$ cat config.mk
export PLATFORM = sky130hd
export DESIGN_NAME = bstc_tap
export DESIGN_NICKNAME = d
export VERILOG_FILES = /design/src/rtl/bstc_tap.v /design/src/rtl/bstc_sync.v
export VERILOG_INCLUDE_DIRS = /design/src /design/src/common
export SDC_FILE = /design/constraint.sdc
export NUM_CORES = 1
export LEC_CHECK = 0
export ABC_AREA = 1
export CORE_ASPECT_RATIO = 0.75
export CORE_MARGIN = 2
export CORE_UTILIZATION = 32
export CTS_CLUSTER_SIZE = 28
export DETAILED_ROUTE_END_ITERATION = 10
export DONT_BUFFER_PORTS = 1
export PLACE_DENSITY = 0.55
export SLEW_MARGIN = 30
export SYNTH_ARGS = -nofsm -noshare
export SYNTH_HDL_FRONTEND = slang
export SYNTH_HIERARCHICAL = 1
export SYNTH_SLANG_ARGS = --single-unit
$ cat constraint.sdc
create_clock -name mclk_i -period 1.5 [get_ports mclk_i]
set_input_delay 0.075 -clock mclk_i [delete_from_list [all_inputs] [get_ports mclk_i]]
set_output_delay 0.075 -clock mclk_i [all_outputs]
set_load 0.01 [all_outputs]
$ cat src/common/bstc_map.vh
/*
 constants for the boundary scan test access port: controller states,
 instruction codes, register lengths and identity value.
 assumes inclusion by bare name from the rtl files.
*/
`ifndef BSTC_MAP_VH
`define BSTC_MAP_VH

// ----------------------------------------------------------------
// controller states, one-hot
// ----------------------------------------------------------------
`define BSTC_ST_W 16
`define BSTC_TLR 16'h0001
`define BSTC_RTI 16'h0002
`define BSTC_SDS 16'h0004
`define BSTC_CDR 16'h0008
`define BSTC_SDR 16'h0010
`define BSTC_E1D 16'h0020
`define BSTC_PDR 16'h0040
`define BSTC_E2D 16'h0080
`define BSTC_UDR 16'h0100
`define BSTC_SIS 16'h0200
`define BSTC_CIR 16'h0400
`define BSTC_SIR 16'h0800
`define BSTC_E1I 16'h1000
`define BSTC_PIR 16'h2000
`define BSTC_E2I 16'h4000
`define BSTC_UIR 16'h8000

// ----------------------------------------------------------------
// instructions
// ----------------------------------------------------------------
`define BSTC_IR_W 3
`define BSTC_INS_EXTEST 3'h0
`define BSTC_INS_IDCODE 3'h1
`define BSTC_INS_SAMPZ 3'h2
`define BSTC_INS_SAMPLE 3'h4
`define BSTC_INS_BYPASS 3'h7
`define BSTC_IR_CAPT 3'h1

// ----------------------------------------------------------------
// data registers
// ----------------------------------------------------------------
`define BSTC_ID_W 32
// arbitrary identity value
`define BSTC_ID_VAL 32'h0000_0001
`define BSTC_BSR_W 8
`define BSTC_BSR_ZERO 8'h00
`define BSTC_ID_ZERO 32'h0000_0000

`endif

$ cat src/rtl/bstc_tap.v
/*
 boundary scan test access port of the memory device: controller,
 instruction register, identity, bypass and boundary registers.
 assumes tck, tms, tdi arrive asynchronously and tck is much slower
 than mclk_i; pins stand for the memory i/o ring sampled and driven.
*/
//
// Operation
// - tms sampled each rising test clock
// - tdi captured on rising test clock
// - tdo updated on falling test clock
// - sixteen state test access controller
// - state changes only at rising edges
// - reset puts controller in test-logic-reset
// - five high tms samples force reset
// - tdi used only in shift states
// - tdo driven only in shift states
// - instruction selects data register in path
// - only extest takes pins, sample-z does not
// - instruction preset to identity code
// - new instruction active at update-ir
// - sample-z floats outputs, disables termination
// - bypass loads zero, shifts one bit
`timescale 1ns/1ns
`include "bstc_map.vh"
module bstc_tap #(
	parameter [`BSTC_ID_W-1:0] ID_VAL = `BSTC_ID_VAL,
	parameter BSR_W = `BSTC_BSR_W
) (
	input wire mclk_i,
	input wire sys_rst_i,
	input wire tck_i,
	input wire tms_i,
	input wire tdi_i,
	output reg tdo_o,
	output wire tdo_oe_o,
	input wire [BSR_W-1:0] pin_in_i,
	input wire [BSR_W-1:0] core_out_i,
	output wire [BSR_W-1:0] pin_out_o,
	output wire pin_take_o,
	output wire q_hiz_o,
	output wire odt_off_o
);
	// ------------------------------------------------------------
	// synchronise and find test clock edges
	// ------------------------------------------------------------
	wire [2:0] s_w;
	reg tck_d_reg;
	bstc_sync #(.W(3)) u_sync (
		.mclk_i(mclk_i),
		.sys_rst_i(sys_rst_i),
		.async_i({tck_i, tms_i, tdi_i}),
		.sync_o(s_w)
	);
	// ring pins move with the memory clocks; capture is a snapshot,
	// so one pin may land an mclk later than its neighbour
	wire [BSR_W-1:0] pin_s;
	bstc_sync #(.W(BSR_W)) u_pin_sync (
		.mclk_i(mclk_i),
		.sys_rst_i(sys_rst_i),
		.async_i(pin_in_i),
		.sync_o(pin_s)
	);
	wire tck_s = s_w[2];
	wire tms_s = s_w[1];
	wire tdi_s = s_w[0];
	wire rise = tck_s & ~tck_d_reg;
	wire fall = ~tck_s & tck_d_reg;
	always @(posedge mclk_i) begin
		if (sys_rst_i)
			tck_d_reg <= 1'b0;
		else
			tck_d_reg <= tck_s;
	end

	// ------------------------------------------------------------
	// controller
	// ------------------------------------------------------------
	reg [`BSTC_ST_W-1:0] st_reg;
	reg [`BSTC_ST_W-1:0] st_next;
	always @* begin
		case (st_reg)
		`BSTC_TLR: st_next = tms_s ? `BSTC_TLR : `BSTC_RTI;
		`BSTC_RTI: st_next = tms_s ? `BSTC_SDS : `BSTC_RTI;
		`BSTC_SDS: st_next = tms_s ? `BSTC_SIS : `BSTC_CDR;
		`BSTC_CDR: st_next = tms_s ? `BSTC_E1D : `BSTC_SDR;
		`BSTC_SDR: st_next = tms_s ? `BSTC_E1D : `BSTC_SDR;
		`BSTC_E1D: st_next = tms_s ? `BSTC_UDR : `BSTC_PDR;
		`BSTC_PDR: st_next = tms_s ? `BSTC_E2D : `BSTC_PDR;
		`BSTC_E2D: st_next = tms_s ? `BSTC_UDR : `BSTC_SDR;
		`BSTC_UDR: st_next = tms_s ? `BSTC_SDS : `BSTC_RTI;
		`BSTC_SIS: st_next = tms_s ? `BSTC_TLR : `BSTC_CIR;
		`BSTC_CIR: st_next = tms_s ? `BSTC_E1I : `BSTC_SIR;
		`BSTC_SIR: st_next = tms_s ? `BSTC_E1I : `BSTC_SIR;
		`BSTC_E1I: st_next = tms_s ? `BSTC_UIR : `BSTC_PIR;
		`BSTC_PIR: st_next = tms_s ? `BSTC_E2I : `BSTC_PIR;
		`BSTC_E2I: st_next = tms_s ? `BSTC_UIR : `BSTC_SIR;
		`BSTC_UIR: st_next = tms_s ? `BSTC_SDS : `BSTC_RTI;
		default: st_next = `BSTC_TLR;
		endcase
	end
	always @(posedge mclk_i) begin
		if (sys_rst_i)
			st_reg <= `BSTC_TLR;
		else if (rise)
			st_reg <= st_next;
	end

	// ------------------------------------------------------------
	// registers
	// ------------------------------------------------------------
	reg [`BSTC_IR_W-1:0] ir_sh_reg;
	reg [`BSTC_IR_W-1:0] ir_reg;
	reg [`BSTC_ID_W-1:0] id_sh_reg;
	reg byp_reg;
	wire [BSR_W-1:0] bsr_sh_w;
	wire [BSR_W-1:0] bsr_up_w;
	wire sh_ir = (st_reg == `BSTC_SIR);
	wire sh_dr = (st_reg == `BSTC_SDR);

	// ------------------------------------------------------------
	// instruction decode
	// ------------------------------------------------------------
	wire sel_bsr = (ir_reg == `BSTC_INS_EXTEST) |
		(ir_reg == `BSTC_INS_SAMPZ) | (ir_reg == `BSTC_INS_SAMPLE);
	wire sel_id = (ir_reg == `BSTC_INS_IDCODE);
	// private codes fall back to bypass so the chain stays defined
	wire sel_byp = ~sel_bsr & ~sel_id;
	always @(posedge mclk_i) begin
		if (sys_rst_i) begin
			ir_sh_reg <= `BSTC_IR_CAPT;
			ir_reg <= `BSTC_INS_IDCODE;
			id_sh_reg <= `BSTC_ID_ZERO;
			byp_reg <= 1'b0;
		end else if (rise) begin
			case (st_reg)
			`BSTC_CIR: ir_sh_reg <= `BSTC_IR_CAPT;
			`BSTC_SIR:
				ir_sh_reg <= {tdi_s, ir_sh_reg[`BSTC_IR_W-1:1]};
			`BSTC_UIR: ir_reg <= ir_sh_reg;
			`BSTC_CDR: begin
				if (sel_id)
					id_sh_reg <= ID_VAL;
				if (sel_byp)
					byp_reg <= 1'b0;
			end
			`BSTC_SDR: begin
				if (sel_id)
					id_sh_reg <= {tdi_s, id_sh_reg[`BSTC_ID_W-1:1]};
				if (sel_byp)
					byp_reg <= tdi_s;
			end
			default: begin
			end
			endcase
			// entering reset drops the instruction now, not a tck later
			if (st_next == `BSTC_TLR) begin
				ir_reg <= `BSTC_INS_IDCODE;
				ir_sh_reg <= `BSTC_IR_CAPT;
			end
		end
	end

	// ------------------------------------------------------------
	// boundary cells, one per ring pin
	// ------------------------------------------------------------
	// update cells hold still while the chain shifts
	wire bsr_cap = rise & (st_reg == `BSTC_CDR) & sel_bsr;
	wire bsr_shift = rise & sh_dr & sel_bsr;
	wire bsr_upd = rise & (st_reg == `BSTC_UDR) & sel_bsr;
	wire [BSR_W:0] bsr_chain = {tdi_s, bsr_sh_w};
	genvar gi;
	generate
		for (gi = 0; gi < BSR_W; gi = gi + 1) begin : g_cell
			reg cap_reg;
			reg upd_reg;
			always @(posedge mclk_i) begin
				if (sys_rst_i) begin
					cap_reg <= 1'b0;
					upd_reg <= 1'b0;
				end else begin
					if (bsr_cap)
						cap_reg <= pin_s[gi];
					else if (bsr_shift)
						cap_reg <= bsr_chain[gi + 1];
					if (bsr_upd)
						upd_reg <= cap_reg;
				end
			end
			assign bsr_sh_w[gi] = cap_reg;
			assign bsr_up_w[gi] = upd_reg;
		end
	endgenerate

	// ------------------------------------------------------------
	// serial output on falling edge
	// ------------------------------------------------------------
	reg oe_reg;
	reg tdo_next;
	// unknown codes end on the bypass bit
	always @* begin
		tdo_next = byp_reg;
		if (sh_ir)
			tdo_next = ir_sh_reg[0];
		else if (sel_id)
			tdo_next = id_sh_reg[0];
		else if (sel_bsr)
			tdo_next = bsr_sh_w[0];
	end
	always @(posedge mclk_i) begin
		if (sys_rst_i) begin
			tdo_o <= 1'b0;
			oe_reg <= 1'b0;
		end else if (fall) begin
			tdo_o <= tdo_next;
			oe_reg <= sh_ir | sh_dr;
		end
	end
	assign tdo_oe_o = oe_reg;

	// ------------------------------------------------------------
	// pin takeover by extest; sample-z floats outputs, all else leaves memory untouched
	// ------------------------------------------------------------
	wire ext = (ir_reg == `BSTC_INS_EXTEST);
	assign pin_take_o = ext;
	assign pin_out_o = ext ? bsr_up_w : core_out_i;
	assign q_hiz_o = (ir_reg == `BSTC_INS_SAMPZ);
	assign odt_off_o = ext | q_hiz_o;
endmodule

$ cat src/rtl/bstc_sync.v
/*
 two flip-flop synchroniser, one bit per lane.
 assumes asynchronous inputs and a free running mclk_i.
*/
`timescale 1ns/1ns
module bstc_sync #(
	parameter W = 3
) (
	input wire mclk_i,
	input wire sys_rst_i,
	input wire [W-1:0] async_i,
	output wire [W-1:0] sync_o
);
	reg [W-1:0] meta_reg;
	reg [W-1:0] sync_reg;
	// ------------------------------------------------------------
	// first stage read only by second
	// ------------------------------------------------------------
	always @(posedge mclk_i) begin
		if (sys_rst_i) begin
			meta_reg <= {W{1'b0}};
			sync_reg <= {W{1'b0}};
		end else begin
			meta_reg <= async_i;
			sync_reg <= meta_reg;
		end
	end
	assign sync_o = sync_reg;
endmodule

### Word level (Yosys, flattened, before mapping)

Cells that the tools add are included.

* register bits: 96
* word-level logic and storage cells: 123
* bits of input ports: 21
* output and inout bits: 13

* bitwise operators: 16
* equality and inequality tests: 24
* multiplexer cells: 43
* reductions and logical operators: 12

Operator list (count)
* 16-bit one-hot mux with 12 select lines: 1
* 32-bit 2-to-1 mux: 2
* 32-bit one-hot mux with 2 select lines: 1
* 16-bit by 1-bit equality test with 1-bit output, second input constant: 2
* 16-bit 2-to-1 mux: 2
* 1-bit 2-to-1 mux: 21
* 9-bit 2-to-1 mux: 2
* 16-bit by 10-bit equality test with 1-bit output, second input constant: 1
* 16-bit by 11-bit equality test with 1-bit output, second input constant: 1
* 16-bit by 12-bit equality test with 1-bit output, second input constant: 1
* 16-bit by 13-bit equality test with 1-bit output, second input constant: 1
* 16-bit by 14-bit equality test with 1-bit output, second input constant: 1
* 16-bit by 15-bit equality test with 1-bit output, second input constant: 1
* 16-bit equality test, second input constant: 1
* 16-bit by 2-bit equality test with 1-bit output, second input constant: 1
* 16-bit by 3-bit equality test with 1-bit output, second input constant: 1
* 16-bit by 4-bit equality test with 1-bit output, second input constant: 1
* 16-bit by 5-bit equality test with 1-bit output, second input constant: 1
* 16-bit by 6-bit equality test with 1-bit output, second input constant: 1
* 16-bit by 7-bit equality test with 1-bit output, second input constant: 1
* 16-bit by 8-bit equality test with 1-bit output, second input constant: 1
* 16-bit by 9-bit equality test with 1-bit output, second input constant: 1
* 8-bit 2-to-1 mux: 2
* 15-bit 2-to-1 mux: 1
* other kinds (23): 46

### Longest topological paths before layout

Gate-level depths: netlist of the first run.

* word-level depth: 7
* depth in mapped cells: 12
* depth with buffers taken out: 12

### Hierarchy

The synthesis of the first run kept the hierarchy.

By module, submodules not included
* bstc_tap: instances 1, sequential area each 1481.4 µm², area each 3961.3 µm², cells an instance 493
* bstc_sync (u_pin_sync): instances 1, sequential area each 320.3 µm², area each 474.2 µm², cells an instance 50
* bstc_sync (u_sync): instances 1, sequential area each 120.1 µm², area each 165.2 µm², cells an instance 18

### Worst setup path after synthesis of the first run

Ideal clock, no wire load.

* kind: register to register
* from: register st_reg[12]
* to: register id_sh_reg[10]
* stages on the path, launching flop included: 10
* path slack: -0.077 ns
* clock period less this slack: 1.577 ns
* arrival time: 1.431 ns
* path buffers: 1
* data required time: 1.353 ns
* path through: dfxtp_1 -> nor2_2 -> nand2_2 -> nor2_8 -> o21ai_4 -> nor2_4 -> nand2_4 -> buf_2 -> a21oi_1 -> a211oi_2

* cells in the longest elaborated chain, start to end: 3
* elaborated cells on any way between the ends: 7

Ends and longest elaborated chain
* from (decl): line bstc_tap.v:79 `` reg [`BSTC_ST_W-1:0] st_reg; ``
* from (signal assigned): line bstc_tap.v:104 `` st_reg <= `BSTC_TLR; ``
* from (signal assigned): line bstc_tap.v:106 `st_reg <= st_next;`
* 16-bit by 4-bit equality test with 1-bit output / 16-bit by 5-bit equality test with 1-bit output (equally long branches): line bstc_tap.v:136 `case (st_reg)`
* 2-bit != test (no line), or another cell as far along
* 4-bit AND reduction (no line)
* to (signal assigned): line bstc_tap.v:133 `` id_sh_reg <= `BSTC_ID_ZERO; ``
* to (signal assigned): line bstc_tap.v:149 `` id_sh_reg <= {tdi_s, id_sh_reg[`BSTC_ID_W-1:1]}; ``
* to (decl): line bstc_tap.v:114 `` reg [`BSTC_ID_W-1:0] id_sh_reg; ``

Several ways; a longest one is shown, not always the timed one.
A chain may end at the register's enable or synchronous reset.

### Final worst setup path of the first run

* from: register st_reg[4]
* to: register ir_sh_reg[0]

* cells in the longest elaborated chain, start to end: 6
* elaborated cells on any way between the ends: 25

Ends and longest elaborated chain
* 16-bit by 9-bit equality test with 1-bit output, or another cell as far along: line bstc_tap.v:82 `case (st_reg)`
* 3-bit OR reduction (no line) / 2-bit OR reduction (equally long branches)
* 16-bit one-hot mux with 12 select lines: line bstc_tap.v:82
* 16-bit by 1-bit equality test with 1-bit output (no line)
* 3-bit nonzero test (no line)
* 2-bit AND reduction (no line)
* to (signal assigned): line bstc_tap.v:131 `` ir_sh_reg <= `BSTC_IR_CAPT; ``
* to (signal assigned): line bstc_tap.v:137 `` `BSTC_CIR: ir_sh_reg <= `BSTC_IR_CAPT; ``
* to (signal assigned): line bstc_tap.v:139 `` ir_sh_reg <= {tdi_s, ir_sh_reg[`BSTC_IR_W-1:1]}; ``
* to (decl): line bstc_tap.v:112 `` reg [`BSTC_IR_W-1:0] ir_sh_reg; ``

Several ways; a longest one is shown, not always the timed one.

==> results of run 1 <==
through the flow:
stage	power (mW)	area (um2)
3_5_place_dp	3.25	5250
6_report	5.72	6390
3_3_place_gp	3.24	5250
2_1_floorplan	3.12	4690
5_1_grt	5.97	6390
4_1_cts	5.70	6120
area by class of cell:
cell class	count	area [um2]
multi-input cells	332	2500
clock inverters	7	86.3
fillers	1328	7500
well taps	175	219
clock buffers	9	225
inverters	107	402
flip-flops and latches	96	1940
repair buffers	105	1010
cells in the mapped netlist, drive strengths merged, types with 6 or more instances:
master,number
a211oi,43
a21oi,62
buf,17
clkbuf,10
dfxtp,96
inv,107
nand2,62
nand3,30
nor2,77
nor3,6
o21ai,34
worst paths after layout:
path / end / depth (start not counted)
setup / recovery: ir_sh_reg[0] / 11
hold / removal: st_reg[1] / 1
setup reg to reg: ir_sh_reg[0] / 11
hold reg to reg: id_sh_reg[31] / 2
worst max-delay path: stages (launching register included):
cell     delay [ns]
dfxtp_2        0.35
nor2_4         0.19
nand2_8        0.10
nor2_8         0.14
buf_6          0.13
nand3_2        0.08
nand2_2        0.09
nor2_4         0.05
nand3_4        0.15
nand3_4        0.13
nand3_1        0.10
nand3_1        0.08
placed cells by master (no fill, tap or decap), types with 3 or more instances in the layout:
master,count
o21ai_4,3
o211ai_1,3
nand2_2,9
a21oi_1,33
nor3_1,4
inv_1,98
dlygate4sd3_1,23
a211oi_1,3
o21ai_1,3
inv_2,9
nand2_4,13
buf_12,5
a211oi_2,40
nand3_1,18
clkinv_8,3
nor2_1,42
buf_4,66
nor2_2,12
nand2_1,39
a21oi_2,28
nand3_4,4
nor2_4,22
o21ai_0,21
o21ai_2,7
nand3_2,8
dfxtp_1,84
buf_6,5
clkbuf_16,12
o21a_1,3
dfxtp_2,12
cell families after synthesis:
kind of cell,Yosys count,share of synthesized area [%]
flops,96,41.8
simple gates,182,21.1
compound gates,149,24.3
buf+inv,134,12.9
routing by layer:
metal | vias up | track usage, % | wire (um)
li1 | 1999 | - | -
met1 | 1807 | 18.5 | 5220
met2 | 44 | 23.0 | 4860
met3 | 8 | 3.47 | 349
met4 | 0 | 4.03 | 74
met5 | - | 0 | 0
repair_timing:
action	4_1_cts	5_1_grt
gates resized for setup	73	42
hold endpoints to repair	80	57
buffers inserted	8	4
cloned	2	4
setup endpoints to repair	68	78
pin swaps	12	8
power by group through the flow:
stage / sequential [mW] / clock [mW] / combinational (mW)
global placement: 2.70 / 0 / 0.541
CTS: 2.64 / 2.39 / 0.666
global route: 2.65 / 2.51 / 0.808
detailed placement: 2.70 / 0 / 0.548
finish: 2.65 / 2.33 / 0.738
floorplan: 2.70 / 0 / 0.414
==> metrics.csv, run 1 <==
stage;metric;value;unit
synthesis;area leader, netlist;dfxtp_1;
final_layout;fin cells;831;
synthesis;synthesis-stage register bit count;96;
global_routing;pin count of the biggest net entering global routing;82;
sta;Setup violations, final;70;
final_layout;Ant. Diodes;0;
final_layout;Synth-to-Final Area Change;38.9;%
worst_setup_path;WP data arrival;1.92;ns
final_layout;max FFs per register;32;
place;IO Port Bufs;0;
clocking;Worst-Skew Late Latency;0.35;ns
hold_path;Min-Delay Path Class;input pin to flip-flop;
detailed_routing;DR pass1 iterations;4;
synthesis;Synth cell types;42;
detailed_routing;vias;3858;
clocking;clock sink count;96;
clocking;CTS tree;built;
power_and_ir_drop;internal power;4.14;mW
power_and_ir_drop;P per Cell Area;895;mW/mm2
worst_setup_path;worst flop-to-flop path startpoint;st_reg[4];
clocking;root buffer cell;clkbuf_16;
sta;Worst Hold Slack;-0.225;ns
detailed_routing;Routed wire per std cell;12.6;um
synthesis;post-synthesis sequential area ratio;41.8;%
synthesis;Yosys warnings;6;
die;total die area;0.0154;mm2
sta;final worst slack;-0.209;ns
worst_setup_path;worst endpoint required time;1.71;ns
die;core area;0.0139;mm2
synthesis;Synth Flop Type;dfxtp_1;
worst_setup_path;Setup crit end kind;flip-flop;
power_and_ir_drop;clock power share;40.8;%
sta;minimum clock period;1.71;ns
run_status;failing checks;negative hold slack, negative setup slack;
detailed_routing;final wirelength;10500;um
sta;worst slew pin tran;0.571;ns
power_and_ir_drop;Seq pwr share;46.3;%
detailed_routing;ANT nets after route;0;
synthesis;Syn Nets;582;
final_layout;# nets final;672;
place;GP Congestion;0.890;
global_routing;grt ovf;0;
global_routing;GRT Overall Usage;14.1;%
worst_setup_path;largest fanout on the critical path;8;
sta;post-route setup TNS;-9.13;ns
detailed_routing;1st-iter DRT viols;192;
die;die width;142;um
place;DP Worst Slack;-0.239;ns
die;Die H;108;um
worst_setup_path;crit path from;st_reg[4];
place;DP HPWL;6610;um
clocking;hold buffer count at cts;23;
final_layout;fin util;46.0;%
synthesis;synthesized cell area;0.00460;mm2
synthesis;largest cells by area after synthesis;dfxtp_1, a211oi_2, inv_1, a21oi_1, nor2_1;
sta;Fin Clk Skew;0.00846;ns
final_layout;layout cells sized above 1;41.8;%
clocking;maximum buffer depth of the clock tree;2;
worst_setup_path;Worst R2R Setup Slack;-0.21;ns
sta;RSZ-0062 raised after global routing;yes;
run;max_cap viols;0;
place;total placed cells including tap cells;774;
worst_setup_path;Setup Crit Path Kind;flip-flop to flip-flop;
die;Initial Util;33.1;%
sta;fmax;0.585;GHz
synthesis;Mapped Cells;561;
power_and_ir_drop;VDD IR-drop max;0.537;mV
sta;Slew HR;61.9;%
synthesis;fraction of registers with async set or reset after synthesis;0;%
die;row cnt;37;
power_and_ir_drop;Net Sw Power;1.58;mW
synthesis;Post-synth EDFFs;0;
detailed_routing;DRC;0;
global_routing;vias in the first global route;3788;
run_status;status;finished, violations left;
worst_setup_path;element type at the critical path start;flip-flop;
detailed_routing;Vias/cell;4.64;
clocking;clock slew at reported path FFs;0.07;ns
hold_path;Hold Crit Start;sys_rst_i;
sta;Pins Over Slew Limit;0;
synthesis;Syn Area/Cell;8.20;um2
clocking;CTS buffer count;9;
sta;Final period util;114;%
global_routing;global-route wire length before repair;17400;um
power_and_ir_drop;leakage;2.62;nW
power_and_ir_drop;Sw Ratio;27.6;%
clocking;H-Tree Depth;3;
global_routing;initial antenna violation count;0;
sta;Final Hold Viols;57;
synthesis;Synth top area share;41.8;%
die;# IOs;34;
power_and_ir_drop;combinational power share;12.9;%
(Power assumes the default switching activity.)
==> inputs of run 2 (changes only) <==
PLACE_DENSITY = 0.44   (was 0.55)
==> run 2 against run 1 <==
The flow still finishes with violations (negative hold slack, negative setup slack). Sequential share of layout area is 0.69 points higher. Clock-buffer cell count unchanged. Critical path depth did not move. Final cell count rose by 0.48%. Die area stayed put. Combinational power increased by 0.5%. Global-route usage barely moved. Flip-flop and latch count unchanged. Core utilization shrank 0.82 points. Routed wire length decreased by 3.0%. Critical path type unchanged.
==> metrics.csv, run 2 (synthesized netlist as in run 1, its figures left out) <==
stage;metric;value;unit;change
final_layout;# nets final;676;;was 672
power_and_ir_drop;leakage;2.62;nW;about the same
worst_setup_path;element type at the critical path start;flip-flop;;unchanged
global_routing;GRT Overall Usage;14.1;%;about the same
final_layout;commonest non-fill, non-tap cell in the layout;inv_1;;unchanged
worst_setup_path;largest fanout on the critical path;8;;unchanged
run_status;status;finished, violations left;;unchanged
clocking;Worst-Skew Late Latency;0.34;ns;was 0.35 ns
sta;fmax;0.578;GHz;was 0.585 GHz
worst_setup_path;cell chain of the critical path;nor2_4 -> nand2_8 -> buf_4 -> nor2_2 -> o21ai_1 -> nand2_2 -> nor2_4 -> nand3_4 -> nand3_4 -> nand3_1 -> nand3_1;;was nor2_4 -> nand2_8 -> nor2_8 -> buf_6 -> nand3_2 -> nand2_2 -> nor2_4 -> nand3_4 -> nand3_4 -> nand3_1 -> nand3_1
global_routing;vias in the first global route;3678;;was 3,788
detailed_routing;1st-iter DRT viols;145;;was 192
die;row cnt;37;;unchanged
run_status;failing checks;negative hold slack, negative setup slack;;unchanged
final_layout;Synth-to-Final Area Change;36.4;%;was 38.9%
die;die width;142;um;unchanged
sta;Slew HR;61.4;%;was 61.9%
final_layout;final instance area;0.00627;mm2;was 0.00639 mm2
final_layout;fin util;45.2;%;was 46.0%
sta;Final period util;115;%;was 114%
final_layout;highest-count cells in the layout ignoring fill and taps;inv_1, dfxtp_1, buf_4;;unchanged
power_and_ir_drop;Net Sw Power;1.57;mW;was 1.58 mW
sta;Pins Over Slew Limit;0;;unchanged
clocking;CTS buffer count;9;;unchanged
place;GP Congestion;0.857;;was 0.890
final_layout;Multi-input gate area;0.00239;mm2;was 0.00250 mm2
place;Cell Area, Placed;0.00529;mm2;was 0.00525 mm2
detailed_routing;DR pass1 iterations;4;;unchanged
power_and_ir_drop;Sw Ratio;27.5;%;was 27.6%
global_routing;grt ovf;0;;unchanged
sta;RSZ-0062 raised after global routing;yes;;unchanged
worst_setup_path;Setup Crit Path Kind;flip-flop to flip-flop;;unchanged
detailed_routing;Routed wire per std cell;12.2;um;was 12.6 um
power_and_ir_drop;combinational power share;13.0;%;was 12.9%
clocking;clock slew at reported path FFs;0.08;ns;was 0.07 ns
die;core area;0.0139;mm2;unchanged
final_layout;sequential cell area;0.00195;mm2;was 0.00194 mm2
detailed_routing;Vias/cell;4.58;;was 4.64
detailed_routing;final wirelength;10200;um;was 10,500 um
place;DP HPWL;6560;um;was 6610 um
clocking;H-Tree Depth;3;;unchanged
final_layout;Ant. Diodes;0;;unchanged
global_routing;global-route wire length before repair;17400;um;about the same
global_routing;pin count of the biggest net entering global routing;82;;unchanged
sta;final worst slack;-0.230;ns;was -0.209 ns
die;total die area;0.0154;mm2;unchanged
sta;minimum clock period;1.73;ns;was 1.71 ns
power_and_ir_drop;clock power share;40.7;%;was 40.8%
worst_setup_path;Setup crit end kind;flip-flop;;unchanged
sta;Worst Hold Slack;-0.206;ns;was -0.225 ns
detailed_routing;ANT nets after route;0;;unchanged
final_layout;Layout fillers;1392;;was 1,328
final_layout;fin cells;835;;was 831
sta;worst slew pin tran;0.579;ns;was 0.571 ns
worst_setup_path;CP max-delay cell;dfxtp_2;;unchanged
worst_setup_path;CP max stage delay;0.34;ns;was 0.35 ns
run;max_cap viols;0;;unchanged
die;Initial Util;33.1;%;unchanged
power_and_ir_drop;Final Power;5.72;mW;about the same
final_layout;layout cells sized above 1;39.7;%;was 41.8%
final_layout;max FFs per register;32;;unchanged
clocking;root buffer cell;clkbuf_16;;unchanged
detailed_routing;vias;3822;;was 3,858
worst_setup_path;Worst R2R Setup Slack;-0.23;ns;was -0.21 ns
clocking;clock sink count;96;;unchanged
die;Die H;108;um;unchanged
detailed_routing;DRC;0;;unchanged
sta;post-route setup TNS;-8.53;ns;was -9.13 ns
sta;Final Hold Viols;57;;unchanged
power_and_ir_drop;Seq pwr share;46.3;%;about the same
place;IO Port Bufs;0;;unchanged
clocking;maximum buffer depth of the clock tree;2;;unchanged
sta;Fin Clk Skew;0.0105;ns;was 0.00846 ns
power_and_ir_drop;P per Cell Area;912;mW/mm2;was 895 mW/mm2
sta;Setup violations, final;62;;was 70
power_and_ir_drop;internal power;4.15;mW;was 4.14 mW
clocking;hold buffer count at cts;23;;unchanged
global_routing;initial antenna violation count;0;;unchanged
hold_path;Min-Delay Path Class;input pin to flip-flop;;unchanged
place;total placed cells including tap cells;778;;was 774
die;# IOs;34;;unchanged
worst_setup_path;WP data arrival;1.93;ns;was 1.92 ns
clocking;CTS tree;built;;unchanged
worst_setup_path;worst endpoint required time;1.70;ns;was 1.71 ns
place;DP Worst Slack;-0.291;ns;was -0.239 ns
power_and_ir_drop;VDD IR-drop max;0.703;mV;was 0.537 mV
-- run 2: timing repair --
action,4_1_cts,5_1_grt
gates cloned,3,0
endpoints found under the setup margin,70,76
setup buffers,10,5
pin swaps,21,18
resized for setup,67,36
endpoints found under the hold margin,80,57
-- run 2: path summary, 6_finish.rpt --
kind	from	endpoint	depth (start not counted)
max	st_reg[6]	ir_sh_reg[0]	11
min	sys_rst_i	g_cell[7].cap_reg	1
max reg2reg	st_reg[6]	ir_sh_reg[0]	11
min reg2reg	id_sh_reg[31]	id_sh_reg[31]	2
-- run 2: cell type report --
cell class	instances	area share, %
Sequential cell	96	31.0
Tap cell	175	3.49
Timing Repair Buffer	110	16.1
Clock inverter	7	1.38
Multi-Input combinational cell	331	38.1
Clock buffer	9	3.59
Inverter	107	6.40
-- run 2: critical path: cells and delay by family, from the launching register on --
family	cells	cell delay [ns]
AND/OR/NAND/NOR	9	0.98
flip-flops	1	0.34
buffers and inverters	1	0.16
AO/OA/AOI/OAI	1	0.11
-- run 2: metal layers --
metal	part of all wire, %	global-route usage, %	vias to the layer above	wire [um]
met3	3.9	3.51	10	401
met4	1.6	4.10	0	167
met1	51	19.5	1749	5190
met2	44	21.7	57	4440
met5	0	0	-	0
li1	-	-	2006	-
-- run 2: power groups by stage --
stage,clock (mW),combinational (mW),sequential (mW)
after floorplan,0,0.414,2.70
after global placement,0,0.573,2.70
after detailed placement,0,0.574,2.70
after CTS,2.42,0.710,2.65
after global routing,2.52,0.811,2.66
final,2.33,0.742,2.65
==> inputs of run 3 (changes only) <==
PLACE_DENSITY = 0.43   (was 0.44)
clock period = 2.1 ns   (was 1.5 ns; I/O delays follow)
==> run 3 against run 2 <==
The flow now finishes without violations. First-iteration DRC count rose by 55%. Hold slack better by 0.34 ns. Sequential share of layout area up 5.9 points. Register-to-register slack improved by 0.39 ns. Sequential power down 29%. Routed wire length shrank 5.9%. Clock-buffer cell count unchanged.
==> metrics.csv, run 3 (synthesized netlist as in run 1, its figures left out) <==
stage;metric;value;unit;change
sta;Fin Clk Skew;0.0119;ns;was 0.0105 ns
global_routing;GRT Overall Usage;13.2;%;was 14.1%
power_and_ir_drop;VDD IR-drop max;0.357;mV;was 0.703 mV
clocking;clock slew at reported path FFs;0.07;ns;was 0.08 ns
power_and_ir_drop;Final Power;3.98;mW;was 5.72 mW
run;max_cap viols;0;;unchanged
worst_setup_path;CP max-delay cell;dfxtp_1;;was dfxtp_2
detailed_routing;vias;3431;;was 3,822
sta;minimum clock period;1.94;ns;was 1.73 ns
detailed_routing;Routed wire per std cell;12.9;um;was 12.2 um
place;Cell Area, Placed;0.00468;mm2;was 0.00529 mm2
detailed_routing;1st-iter DRT viols;225;;was 145
final_layout;Synth-to-Final Area Change;13.1;%;was 36.4%
clocking;clock sink count;96;;unchanged
clocking;maximum buffer depth of the clock tree;2;;unchanged
final_layout;commonest non-fill, non-tap cell in the layout;inv_1;;unchanged
sta;worst slew pin tran;0.712;ns;was 0.579 ns
global_routing;vias in the first global route;3285;;was 3,678
final_layout;final instance area;0.00520;mm2;was 0.00627 mm2
sta;Slew HR;52.2;%;was 61.4%
final_layout;highest-count cells in the layout ignoring fill and taps;inv_1, dfxtp_1, a21oi_1;;was inv_1, dfxtp_1, buf_4
sta;Final period util;92.3;%;was 115%
place;IO Port Bufs;0;;unchanged
hold_path;Min-Delay Path Class;input pin to flip-flop;;unchanged
worst_setup_path;worst endpoint required time;2.36;ns;was 1.70 ns
clocking;H-Tree Depth;3;;unchanged
place;DP Worst Slack;0.153;ns;was -0.291 ns
final_layout;Layout fillers;1453;;was 1,392
clocking;Post-CTS Setup Bufs;0;;was 10
global_routing;pin count of the biggest net entering global routing;68;;was 82
global_routing;initial antenna violation count;0;;unchanged
place;total placed cells including tap cells;713;;was 778
detailed_routing;Vias/cell;4.61;;was 4.58
sta;RSZ-0062 raised after global routing;no;;was yes
die;die width;142;um;unchanged
die;Die H;108;um;unchanged
clocking;CTS tree;built;;unchanged
detailed_routing;ANT nets after route;0;;unchanged
sta;Setup violations, final;0;;was 62
sta;Final Hold Viols;0;;was 57
global_routing;grt ovf;0;;unchanged
final_layout;Ant. Diodes;0;;unchanged
sta;post-route setup TNS;0;ns;was -8.53 ns
sta;final worst slack;0.162;ns;was -0.230 ns
worst_setup_path;WP data arrival;2.20;ns;was 1.93 ns
die;Initial Util;33.1;%;unchanged
final_layout;max FFs per register;32;;unchanged
worst_setup_path;largest fanout on the critical path;22;;was 8
final_layout;fin cells;745;;was 835
final_layout;layout cells sized above 1;19.1;%;was 39.7%
power_and_ir_drop;leakage;2.12;nW;was 2.62 nW
place;DP HPWL;6200;um;was 6560 um
worst_setup_path;cell chain of the critical path;nor2_2 -> nand2_2 -> nor2_8 -> o21ai_4 -> nor2_4 -> nand2_8 -> clkbuf_16 -> a211oi_2;;was nor2_4 -> nand2_8 -> buf_4 -> nor2_2 -> o21ai_1 -> nand2_2 -> nor2_4 -> nand3_4 -> nand3_4 -> nand3_1 -> nand3_1
sta;Pins Over Slew Limit;0;;unchanged
detailed_routing;DR pass1 iterations;5;;was 4
clocking;CTS buffer count;9;;unchanged
worst_setup_path;Setup Crit Path Kind;flip-flop to flip-flop;;unchanged
final_layout;fin util;37.5;%;was 45.2%
worst_setup_path;element type at the critical path start;flip-flop;;unchanged
run_status;status;finished clean;;was finished, violations left
worst_setup_path;Setup crit end kind;flip-flop;;unchanged
worst_setup_path;cell class contributing the biggest share of worst-path delay;simple AND/OR/NAND/NOR gates;;unchanged
die;row cnt;37;;unchanged
clocking;Worst-Skew Late Latency;0.35;ns;was 0.34 ns
detailed_routing;final wirelength;9590;um;was 10,200 um
die;# IOs;34;;unchanged
detailed_routing;DRC;0;;unchanged
place;GP Congestion;0.834;;was 0.857
worst_setup_path;CP max stage delay;0.36;ns;was 0.34 ns
final_layout;# nets final;586;;was 676
sta;fmax;0.516;GHz;was 0.578 GHz
sta;Worst Hold Slack;0.133;ns;was -0.206 ns
worst_setup_path;WP buf/inv;1;;unchanged
global_routing;global-route wire length before repair;16100;um;was 17,400 um
die;total die area;0.0154;mm2;unchanged
die;core area;0.0139;mm2;unchanged
power_and_ir_drop;P per Cell Area;764;mW/mm2;was 912 mW/mm2
clocking;root buffer cell;clkbuf_16;;unchanged
worst_setup_path;Worst R2R Setup Slack;0.16;ns;was -0.23 ns
run 3: worst paths after layout:
check / start / end / cells after the start
setup / recovery: st_reg[10] / id_sh_reg[24] / 8
hold / removal: sys_rst_i / tck_d_reg / 2
setup reg to reg: st_reg[10] / id_sh_reg[24] / 8
hold reg to reg: u_pin_sync/meta_reg[6] / u_pin_sync/sync_o[6] / 2
run 3: power by group:
part | switching [mW] | internal (mW) | total (mW)
Sequential | 0.0312 | 1.86 | 1.89
Clock | 0.778 | 0.950 | 1.73
Combinational | 0.240 | 0.115 | 0.355
Total | 1.05 | 2.93 | 3.98
run 3: metal layers:
layer | vias to the layer above | routed length (um) | GRT usage [%]
met2 | 38 | 4110 | 19.7
met1 | 1559 | 5090 | 18.6
met4 | 0 | 107 | 4.03
li1 | 1825 | - | -
met5 | - | 0 | 0
met3 | 9 | 282 | 3.74
run 3: timing repair:
action                                  4_1_cts  5_1_grt
hold buffers                                 15        0
endpoints found under the setup margin        0       16
hold endpoints to repair                     80        0
resized for setup                             0        5
run 3: layout make-up:
| class | count | area (um2) | share of cell area [%] |
|---|---|---|---|
| multi-input cells | 331 | 2100 | 40.3 |
| flip-flops and latches | 96 | 1920 | 36.9 |
| inverters | 107 | 402 | 7.72 |
| repair buffers | 20 | 255 | 4.90 |
| clock buffers | 9 | 225 | 4.33 |
| well taps | 175 | 219 | 4.21 |
| clock inverters | 7 | 83.8 | 1.61 |
